**config.mk**
```make
export PLATFORM = sky130hd
export DESIGN_NAME = sso_status_out
export DESIGN_NICKNAME = d
export VERILOG_FILES = /design/src/core/sso_pkg.sv /design/src/core/sso_status_out.sv
export SDC_FILE = /design/constraint.sdc
export NUM_CORES = 1
export LEC_CHECK = 0
export ABC_AREA = 1
export BUFFER_PORTS_ARGS = -buffer_cell sky130_fd_sc_hd__buf_2
export CAP_MARGIN = 25
export CORE_MARGIN = 2
export CORE_UTILIZATION = 35
export CTS_BUF_LIST = sky130_fd_sc_hd__clkbuf_16
export CTS_CLUSTER_SIZE = 28
export DETAILED_ROUTE_END_ITERATION = 7
export PLACE_DENSITY = 0.62
export SYNTH_ARGS = -nofsm -noshare
export SYNTH_HDL_FRONTEND = slang
export SYNTH_SLANG_ARGS = --single-unit
export TNS_END_PERCENT = 100
```
**constraint.sdc**
```tcl
create_clock -name mclk -period 0.9 [get_ports mclk]
set_input_delay 0.18 -clock mclk [delete_from_list [all_inputs] [get_ports mclk]]
set_output_delay 0.18 -clock mclk [all_outputs]
set_load 0.02 [all_outputs]
```
**src/core/sso_pkg.sv**
```systemverilog
package sso_pkg;

  // widths of the internal quantities and settings
  localparam int unsigned POS_W   = 24;  // accumulated position error count, magnitude
  localparam int unsigned SPD_W   = 16;  // speeds in r/min, signed two's complement
  localparam int unsigned WSEL_W  = 8;   // warning selection mask width
  localparam int unsigned OSEL_W  = 5;   // output selection code width
  localparam int unsigned N_TERM  = 4;   // general-purpose output terminals

  // condition selection codes for positioning completion
  localparam logic [1:0] PCOND_PLAIN    = 2'h0;  // error within range only
  localparam logic [1:0] PCOND_NO_CMD   = 2'h1;  // and no position command
  localparam logic [1:0] PCOND_ZERO_SPD = 2'h2;  // and no command and zero speed
  localparam logic [1:0] PCOND_CMD_HOLD = 2'h3;  // and no command, latched

  // output selection codes, one flag per code, zero means unassigned
  localparam logic [4:0] OSEL_NONE   = 5'h00;
  localparam logic [4:0] OSEL_POS1   = 5'h01;
  localparam logic [4:0] OSEL_POS2   = 5'h02;
  localparam logic [4:0] OSEL_ROT    = 5'h03;
  localparam logic [4:0] OSEL_TLIM   = 5'h04;
  localparam logic [4:0] OSEL_ZSPD   = 5'h05;
  localparam logic [4:0] OSEL_VMATCH = 5'h06;
  localparam logic [4:0] OSEL_WARN_1 = 5'h07;
  localparam logic [4:0] OSEL_WARN_2 = 5'h08;
  localparam logic [4:0] OSEL_PCMD   = 5'h09;
  localparam logic [4:0] OSEL_VLIM   = 5'h0a;
  localparam logic [4:0] OSEL_ACLR   = 5'h0b;
  localparam logic [4:0] OSEL_VCMD   = 5'h0c;

  // default routing of the four terminals
  // done 1 shown, done 2 unassigned
  localparam logic [4:0] OSEL_DEF0 = OSEL_NONE;
  localparam logic [4:0] OSEL_DEF1 = OSEL_NONE;
  localparam logic [4:0] OSEL_DEF2 = OSEL_NONE;
  localparam logic [4:0] OSEL_DEF3 = OSEL_POS1;

  // control modes
  typedef enum logic [1:0] {
    SSO_MODE_POS,
    SSO_MODE_SPD,
    SSO_MODE_TRQ
  } sso_mode_t;

  // threshold settings travel together
  typedef struct packed {
    logic [POS_W-1:0]  pos_done_range_1;
    logic [POS_W-1:0]  pos_done_range_2;
    logic [1:0]        pos_done_condition_sel;
    logic [SPD_W-2:0]  rotation_detect_speed;
    logic [SPD_W-2:0]  zero_speed_threshold;
    logic [SPD_W-2:0]  speed_match_width;
    logic [WSEL_W-1:0] warning_select_1;
    logic [WSEL_W-1:0] warning_select_2;
  } sso_cfg_t;

  // all status flags, also the routing source
  typedef struct packed {
    logic pos_done_1;
    logic pos_done_2;
    logic rotation_detect;
    logic torque_limiting;
    logic zero_speed_flag;
    logic speed_match_flag;
    logic warning_out_1;
    logic warning_out_2;
    logic pos_cmd_flag;
    logic speed_limiting;
    logic alarm_clearable;
    logic speed_cmd_flag;
  } sso_flags_t;

endpackage : sso_pkg

```
**src/core/sso_status_out.sv**
```systemverilog
// What this block does
// - alarm output goes inactive on any error
// - alarm inactive until initial processing completes
// - position done 1 when error within range 1
// - position done 2 when error within range 2
// - done flags further qualified by condition select
// - rotation flag when speed exceeds threshold
// - torque flag while torque is clamped
// - zero speed when speed at or below threshold
// - match when speed difference within width
// - each warning output follows its selection
// - position command flag while command received
// - speed limit flag in torque mode or clamp
// - clear flag on alarm or clearable alarm
// - speed command flag in speed mode or command
// - four selectors route flags; alarm fixed
// - default routing shows done 1, not done 2
`timescale 1ns/100ps

module sso_status_out (
  // clock and reset
  input  wire logic                            mclk,
  input  wire logic                            rst_n,
  // drive state
  input  wire logic                            init_done,
  input  wire logic                            error_present,
  input  wire logic                            alarm_active,
  input  wire logic                            alarm_resettable,
  input  wire sso_pkg::sso_mode_t              ctrl_mode,
  // motion quantities
  input  wire logic [sso_pkg::POS_W-1:0]       pos_error_count,
  input  wire logic signed [sso_pkg::SPD_W-1:0] motor_speed,
  input  wire logic signed [sso_pkg::SPD_W-1:0] speed_cmd,
  input  wire logic                            pos_cmd_active,
  input  wire logic                            speed_cmd_active,
  input  wire logic                            torque_clamped,
  input  wire logic                            speed_clamped,
  input  wire logic [sso_pkg::WSEL_W-1:0]      warning_cond,
  // threshold settings
  input  wire sso_pkg::sso_cfg_t               cfg,
  // terminal routing, first to last selector
  input  wire logic [sso_pkg::OSEL_W-1:0]      output_select_first,
  input  wire logic [sso_pkg::OSEL_W-1:0]      output_select_2,
  input  wire logic [sso_pkg::OSEL_W-1:0]      output_select_3,
  input  wire logic [sso_pkg::OSEL_W-1:0]      output_select_last,
  // outputs
  output logic                                 alarm_n_out,
  output logic [sso_pkg::N_TERM-1:0]           gp_out,
  output sso_pkg::sso_flags_t                  flags
);

  // magnitude of a signed speed, one bit narrower; most negative saturates
  function automatic logic [sso_pkg::SPD_W-2:0] spd_abs(
    input logic signed [sso_pkg::SPD_W:0] v
  );
    logic [sso_pkg::SPD_W:0] m;
    m = v[sso_pkg::SPD_W] ? (~v + 1'b1) : v;
    spd_abs = (m[sso_pkg::SPD_W:sso_pkg::SPD_W-1] != 2'h0) ? '1 : m[sso_pkg::SPD_W-2:0];
  endfunction : spd_abs

  // picks the flag named by one selector code; unknown codes read as off
  function automatic logic route_sel(
    input logic [sso_pkg::OSEL_W-1:0] sel,
    input sso_pkg::sso_flags_t        f
  );
    unique case (sel)
      sso_pkg::OSEL_POS1:   route_sel = f.pos_done_1;
      sso_pkg::OSEL_POS2:   route_sel = f.pos_done_2;
      sso_pkg::OSEL_ROT:    route_sel = f.rotation_detect;
      sso_pkg::OSEL_TLIM:   route_sel = f.torque_limiting;
      sso_pkg::OSEL_ZSPD:   route_sel = f.zero_speed_flag;
      sso_pkg::OSEL_VMATCH: route_sel = f.speed_match_flag;
      sso_pkg::OSEL_WARN_1: route_sel = f.warning_out_1;
      sso_pkg::OSEL_WARN_2: route_sel = f.warning_out_2;
      sso_pkg::OSEL_PCMD:   route_sel = f.pos_cmd_flag;
      sso_pkg::OSEL_VLIM:   route_sel = f.speed_limiting;
      sso_pkg::OSEL_ACLR:   route_sel = f.alarm_clearable;
      sso_pkg::OSEL_VCMD:   route_sel = f.speed_cmd_flag;
      default:              route_sel = 1'b0;
    endcase
  endfunction : route_sel

  // registered state
  sso_pkg::sso_flags_t             flags_d;       // next flag set
  logic                            alarm_n_d;     // next alarm level
  logic [sso_pkg::N_TERM-1:0]      gp_d;          // next terminal levels
  logic                            hold_q;        // latched done for held mode
  logic                            hold_d;

  // combinational helpers
  logic [sso_pkg::SPD_W-2:0]       speed_mag;     // absolute motor speed
  logic [sso_pkg::SPD_W-2:0]       diff_mag;      // |command - motor|
  logic                            in_range_1;
  logic                            in_range_2;
  logic                            qual;          // condition select gate

  // flag evaluation and routing
  always_comb begin
    speed_mag  = spd_abs({motor_speed[sso_pkg::SPD_W-1], motor_speed});
    diff_mag   = spd_abs({speed_cmd[sso_pkg::SPD_W-1], speed_cmd}
                         - {motor_speed[sso_pkg::SPD_W-1], motor_speed});
    in_range_1 = (pos_error_count <= cfg.pos_done_range_1);
    in_range_2 = (pos_error_count <= cfg.pos_done_range_2);
    hold_d     = hold_q;
    unique case (cfg.pos_done_condition_sel)
      sso_pkg::PCOND_PLAIN:    qual = 1'b1;
      sso_pkg::PCOND_NO_CMD:   qual = !pos_cmd_active;
      sso_pkg::PCOND_ZERO_SPD: qual = !pos_cmd_active && (speed_mag <= cfg.zero_speed_threshold);
      sso_pkg::PCOND_CMD_HOLD: begin
        // held until the next command, so a settling overshoot does not chatter
        if (pos_cmd_active) begin
          hold_d = 1'b0;
        end else if (in_range_1) begin
          hold_d = 1'b1;
        end
        qual = hold_d;
      end
    endcase
    if (cfg.pos_done_condition_sel != sso_pkg::PCOND_CMD_HOLD) begin
      hold_d = 1'b0;
    end
    flags_d.pos_done_1       = (in_range_1 || hold_d) && qual;
    flags_d.pos_done_2       = in_range_2 && qual;
    flags_d.rotation_detect  = (speed_mag > cfg.rotation_detect_speed);
    flags_d.torque_limiting  = torque_clamped;
    flags_d.zero_speed_flag  = (speed_mag <= cfg.zero_speed_threshold);
    flags_d.speed_match_flag = (diff_mag <= cfg.speed_match_width);
    flags_d.warning_out_1    = |(warning_cond & cfg.warning_select_1);
    flags_d.warning_out_2    = |(warning_cond & cfg.warning_select_2);
    flags_d.pos_cmd_flag     = pos_cmd_active;
    flags_d.speed_limiting   = (ctrl_mode == sso_pkg::SSO_MODE_TRQ) || speed_clamped;
    flags_d.alarm_clearable  = alarm_active || alarm_resettable;
    flags_d.speed_cmd_flag   = (ctrl_mode == sso_pkg::SSO_MODE_SPD) || speed_cmd_active;
    alarm_n_d = init_done && !error_present;
    gp_d[0] = route_sel(output_select_first, flags_d);
    gp_d[1] = route_sel(output_select_2, flags_d);
    gp_d[2] = route_sel(output_select_3, flags_d);
    gp_d[3] = route_sel(output_select_last, flags_d);
  end

  // output registers, one update per clock
  // registered outputs
  always_ff @(posedge mclk or negedge rst_n) begin
    if (!rst_n) begin
      flags       <= '0;
      alarm_n_out <= 1'b0;
      gp_out      <= '0;
      hold_q      <= 1'b0;
    end else begin
      flags       <= flags_d;
      alarm_n_out <= alarm_n_d;
      gp_out      <= gp_d;
      hold_q      <= hold_d;
    end
  end
endmodule : sso_status_out

```
# After elaboration in Yosys (flattened, before gate mapping)
# Index checks and enable logic that the tools add are counted.
[op_classes]
addsub = 3
n_mul = 0
div = 0
n_lt_le_gt_ge = 5
eq_ne = 54
shifts = 0
mux = 13
bitwise = 4
n_reduce_logical = 15
[ops]
columns = ["cell", "n"]
rows = [
  ["equality test 5 x 4 -> 1 bit, second input constant", 20],
  ["equality test 5 x 3 -> 1 bit, second input constant", 16],
  ["less-or-equal comparator 24 bit", 2],
  ["case mux 1 bit (12 select lines)", 4],
  ["equality test 5 x 2 -> 1 bit, second input constant", 8],
  ["adder 17 x 1 -> 17 bit, second input constant", 2],
  ["2-to-1 mux 17 bit", 2],
  ["NOT 17 bit", 2],
  ["less-or-equal comparator 15 bit", 2],
  ["2-to-1 mux 15 bit", 2],
  ["equality test 5 x 1 -> 1 bit, second input constant", 4],
  ["subtractor 16 x 16 -> 17 bit", 1],
  ["bitwise AND 8 bit", 2],
  ["OR reduction 8 bit", 2],
  ["greater-than comparator 15 bit", 1],
  ["equality test 2 bit, second input constant", 3],
  ["equality test 2 x 1 -> 1 bit, second input constant", 2],
  ["logical AND 1 bit", 4],
  ["logical OR 1 bit", 4],
  ["2-to-1 mux 1 bit", 4],
  ["case mux 1 bit (4 select lines)", 1],
  ["nonzero test 2 bit", 2],
  ["logical NOT 1 bit", 2],
  ["logical NOT 2 bit", 1],
  ["!= test 2 bit, second input constant", 1],
]
[word_totals]
regBits = 18
latchBits = 0
mem_bits_rw = 0
romBits = 0
inputBits = 207
output_inout_bits = 17
wordCells = 109
mem_count = 0

# Logic depth before layout (Yosys ltp)
[depth]
depth_word = 10
mapped_depth = 28
ltp_nobuf = 27

# Least setup slack after synthesis
# OpenSTA, ideal clock, no wires.
[synth_path]
path_type = "input-to-reg"
startpoint = "input port speed_cmd[0] (netlist name)"
endpoint = "register gp_out[2] (netlist name)"
setup_ns = 0.068
arrival_time_ns = 3.381
required_time_ns = 0.832
setup_slack_ns = -2.550
path_stages = 24
n_path_buf = 1
path_cell_list = "inv_1 ha_1 fa_1 inv_1 nand3_1 nand2_1 nand2_1 nand2_1 nand2_1 nand2_1 nand2_1 nor2_1 nand4_1 nand2_1 nand2_1 nand2_2 buf_6 nand3_1 ha_1 nand4_1 or4_1 a21oi_1 nor2_1 nand3_1"
[synth_between]
elab_chain_cells = 8
[synth_lines]
columns = ["element", "line", "source"]
rows = [
  ["start: declaration", "sso_status_out.sv:33", "input wire logic signed [sso_pkg::SPD_W-1:0] speed_cmd,"],
  ["subtractor 16 x 16 -> 17 bit (*)", "sso_status_out.sv:101", "- {motor_speed[sso_pkg::SPD_W-1], motor_speed});"],
  ["NOT 17 bit", "sso_status_out.sv:57", "m = v[sso_pkg::SPD_W] ? (~v + 1'b1) : v;"],
  ["adder 17 x 1 -> 17 bit", "sso_status_out.sv:57", ""],
  ["2-to-1 mux 17 bit (*)", "sso_status_out.sv:57", ""],
  ["nonzero test 2 bit", "sso_status_out.sv:58", "spd_abs = (m[sso_pkg::SPD_W:sso_pkg::SPD_W-1] != 2'h0) ? '1 : m[sso_pkg::SPD_W-2:0];"],
  ["2-to-1 mux 15 bit (*)", "sso_status_out.sv:58", ""],
  ["less-or-equal comparator 15 bit (*)", "sso_status_out.sv:127", "flags_d.speed_match_flag = (diff_mag <= cfg.speed_match_width);"],
  ["case mux 1 bit (12 select lines) (*)", "sso_status_out.sv:66", "unique case (sel)"],
  ["via gp_d, one bit", "sso_status_out.sv:86", "logic [sso_pkg::N_TERM-1:0] gp_d;"],
  ["end signal: assignment", "sso_status_out.sv:152", "gp_out <= gp_d;"],
  ["end: declaration", "sso_status_out.sv:48", "output logic [sso_pkg::N_TERM-1:0] gp_out,"],
]
# The timed path passes the listed nets; every way through them passes the cells marked *.

# Worst setup path in the final report
# Same ends and word-level chain as after synthesis.

==> flow_metrics.env <==
export IMPL_hold_viol_final=0
export IMPL_crit_path_top_delay_cell="or4_4"
export IMPL_reg2reg_depth=5
export IMPL_min_period_over_period=3.83
export IMPL_min_period_ns=3.45
export IMPL_cpLargestDelayFamily="simple AND/OR/NAND/NOR gates"
export IMPL_diodes=0
export IMPL_worst_path_buf_inv=6
export IMPL_regToRegSetupSlack_ns=-0.15
export IMPL_start_util=0.360
export IMPL_io_pins=224
export IMPL_vdd_drop_max_mv=0.713
export IMPL_critPathMaxFanout=6
export IMPL_grt_overflow=0
export IMPL_rsz0062_at_grt="true"
export IMPL_rows=46
export IMPL_yosysWarnings=0
export IMPL_async_flop_share=1.00
export IMPL_endpoint_kind="flip-flop"
export IMPL_critical_path_depth=23
export IMPL_final_util=0.620
export IMPL_worstSetupStartpoint="speed_cmd[0]"
export IMPL_syn_nets=1282
export IMPL_synthFlopType="dfrtp_1"
export IMPL_cts_buffers_inserted=3
export IMPL_p_total_w=0.00842
export IMPL_worst_pin_slew_ns=0.438
export IMPL_die_h_um=132
export IMPL_routed_wl_mm=21.4
export IMPL_synth_seq_area_share=0.0781
export IMPL_area_sequential_um2=450
export IMPL_leakage_nw=5.53
export IMPL_failed_checks="setup timing"
export IMPL_portBuffers=223
export IMPL_syn_inst=963
export IMPL_clk_pin_slew_worst_paths_ns=0.05
export IMPL_setup_viol=27
export IMPL_synth_edff_count=0
export IMPL_holdCritPathClass="input port to flip-flop"
export IMPL_coreArea_um2=16000
export IMPL_grt_first_pass_wirelength_mm=33.3
export IMPL_cp_data_arrival_time_ns=3.64
export IMPL_first_pass_iters=5
export IMPL_cts_tree="built"
export IMPL_drive_above_1_share=0.438
export IMPL_multiInputGateArea_um2=5330
export IMPL_skew_ns=0.00174
export IMPL_dieArea_um2=17500
export IMPL_fin_nets=1719
export IMPL_htreeDepth=1
export IMPL_syn_avg_cell_area_um2=5.99
export IMPL_finalMaxSlewViolations=0
export IMPL_clockRootBuffer="clkbuf_16"
export IMPL_antenna_found_initial=0
export IMPL_crit_top_cell="nand3_2"
export IMPL_slowest_delay_ns=0.58
export IMPL_drt_iter0_drc=416
export IMPL_clock_sinks=18
export IMPL_placed_cells=1572
export IMPL_layout_common_cells="buf_4, nand2_1, buf_2, inv_1, ha_1"
export IMPL_layoutNonFillerInstCount=1614
export IMPL_reg2reg_to="gp_out[2]$_DFF_PN0_"
export IMPL_place_gp_congestion=0.922
export IMPL_drc=0
export IMPL_drv_cap=0
export IMPL_placed_area_um2=8650
export IMPL_grt_start_max_net_pins=19
export IMPL_path_cells="buf_8 -> inv_12 -> ha_4 -> fa_2 -> inv_2 -> nand3_2 -> nand2_2 -> nand3_2 -> nand3_2 -> a21oi_4 -> xor2_2 -> buf_6 -> buf_4 -> nand2_2 -> nand2_4 -> nand3_1 -> ha_1 -> nand4_1 -> buf_4 -> or4_4 -> a21oi_2 -> nor2_1 -> nand3_1"
export IMPL_grt_pass1_vias=7345
export IMPL_wl_per_cell_um=13.3
export IMPL_cp_start_kind="input port"
export IMPL_synth_ff_latch_count=18
export IMPL_synth_cell_type_count=49
export IMPL_fmax_ghz=0.290
export IMPL_final_common_cell="buf_4"
export IMPL_synth_area_um2=5770
export IMPL_slew_headroom=0.708
export IMPL_worstPathRequired_ns=1.09
export IMPL_vias_per_cell=4.79
export IMPL_cellPowerDensity_nw_per_um2=850
export IMPL_dp_slack_ns=-2.94
export IMPL_reg2reg_from="hold_q$_DFF_PN0_"
export IMPL_grt_use_total=0.224
export IMPL_dpl_hpwl_mm=17.4
export IMPL_path_class="input port to flip-flop"
export IMPL_syn_to_final_growth_pct=71.9
export IMPL_fin_area_um2=9910
export IMPL_layout_setup_ws_ns=-2.55
export IMPL_vias=7724
export IMPL_endpoint="gp_out[2]$_DFF_PN0_"
export IMPL_antenna_left=0
export IMPL_outcome="finished with violations"
export IMPL_insertion_delay_ns=0.25
export IMPL_nFillCells=1520
export IMPL_clk_path_buf_depth=2
export IMPL_die_w_um=132
cells by family (layout without fill, tap and decap cells):
logic type,count (synthesis),in the layout,synth area share
AO/OA/AOI/OAI,119,119,0.120
XOR/XNOR,17,17,0.0271
adder cells (fa/ha/maj),112,112,0.244
buffers and inverters,209,643,0.143
flip-flops,18,18,0.0781
AND/OR/NAND/NOR,488,489,0.387
layer usage:
metal | vias up | part of all wire | track usage
met1 | 3475 | 0.44 | 0.286
met2 | 205 | 0.51 | 0.424
li1 | 4025 | - | -
met4 | 0 | 0.0085 | 0.0287
met3 | 19 | 0.038 | 0.0111
met5 | - | 0 | 0
state kept, by name, indices dropped and copies added, names as in the netlist:
| register | count |
|---|---|
| alarm_n_out | 1 |
| hold_q | 1 |
| flags | 12 |
| gp_out | 4 |
how the worst min path moves through the flow:
| stage | start | to | slack, ns | cells after the start |
|---|---|---|---|---|
| final | error_present | alarm_n_out$_DFF_PN0_ | 0.09 | 2 |
| after global routing | error_present | alarm_n_out$_DFF_PN0_ | 0.1 | 2 |
| after CTS | error_present | alarm_n_out$_DFF_PN0_ | 0.07 | 2 |
| after detailed placement | rst_n | flags[5]$_DFF_PN0_ | 0.14 | 1 |
| after global placement | rst_n | flags[5]$_DFF_PN0_ | 0.14 | 1 |
| after floorplan | rst_n | alarm_n_out$_DFF_PN0_ | -0.12 | 0 |
report_power, final:
part | switching (W) | total (W) | internal [W] | leakage, nW
Combinational | 0.00338 | 0.00658 | 0.00321 | 5.28
Sequential | 0.0000493 | 0.000947 | 0.000898 | 0.213
Clock | 0.000305 | 0.000890 | 0.000585 | 0.0370
Total | 0.00373 | 0.00842 | 0.00469 | 5.53
what timing repair did:
item | CTS | global route
pin swaps | 52 | 68
endpoints found under the hold margin | 18 | 0
hold buffers | 1 | 0
buffers inserted | 20 | 18
cloned | 1 | 0
gates resized for setup | 109 | 101
endpoints found under the setup margin | 27 | 27
through the flow:
| stage | hold WS [ns] | setup TNS [ns] |
|---|---|---|
| floorplan | -0.116 | -18.91 |
| global placement | 0.137 | -24.29 |
| detailed placement | 0.143 | -24.97 |
| CTS | 0.0735 | -21.05 |
| global route | 0.0998 | -23.55 |
| finish | 0.0946 | -21.44 |
worst register-to-register path: cells and delay by family, from the launching register on:
kind	cells	cell delay [ns]
simple gates	5	0.58
flops	1	0.34
synthesized netlist by cell type (3+ instances only):
cell / instances / area (µm²)
nand2_1: 230 / 863
inv_1: 201 / 754
ha_1: 111 / 1390
nor2_1: 83 / 312
nand3_1: 75 / 375
a21oi_1: 64 / 320
nand4_1: 25 / 156
nor3_1: 25 / 125
o21ai_0: 23 / 115
dfrtp_1: 18 / 450
nand3b_1: 12 / 90.1
xor2_1: 11 / 96.3
nand2_2: 10 / 62.6
nand3_2: 10 / 100
o211ai_1: 5 / 37.5
xnor2_1: 5 / 43.8
a22o_1: 4 / 35.0
nor3b_1: 3 / 22.5
o31ai_1: 3 / 22.5
or2_2: 3 / 18.8
layout make-up:
cell class,count,share of cell area
multi-input cells,737,0.538
repair buffers,438,0.301
inverters,202,0.0808
flip-flops and latches,18,0.0454
well taps,216,0.0273
clock buffers,3,0.00757
No activity file was read; power rests on OpenSTA's default activity.
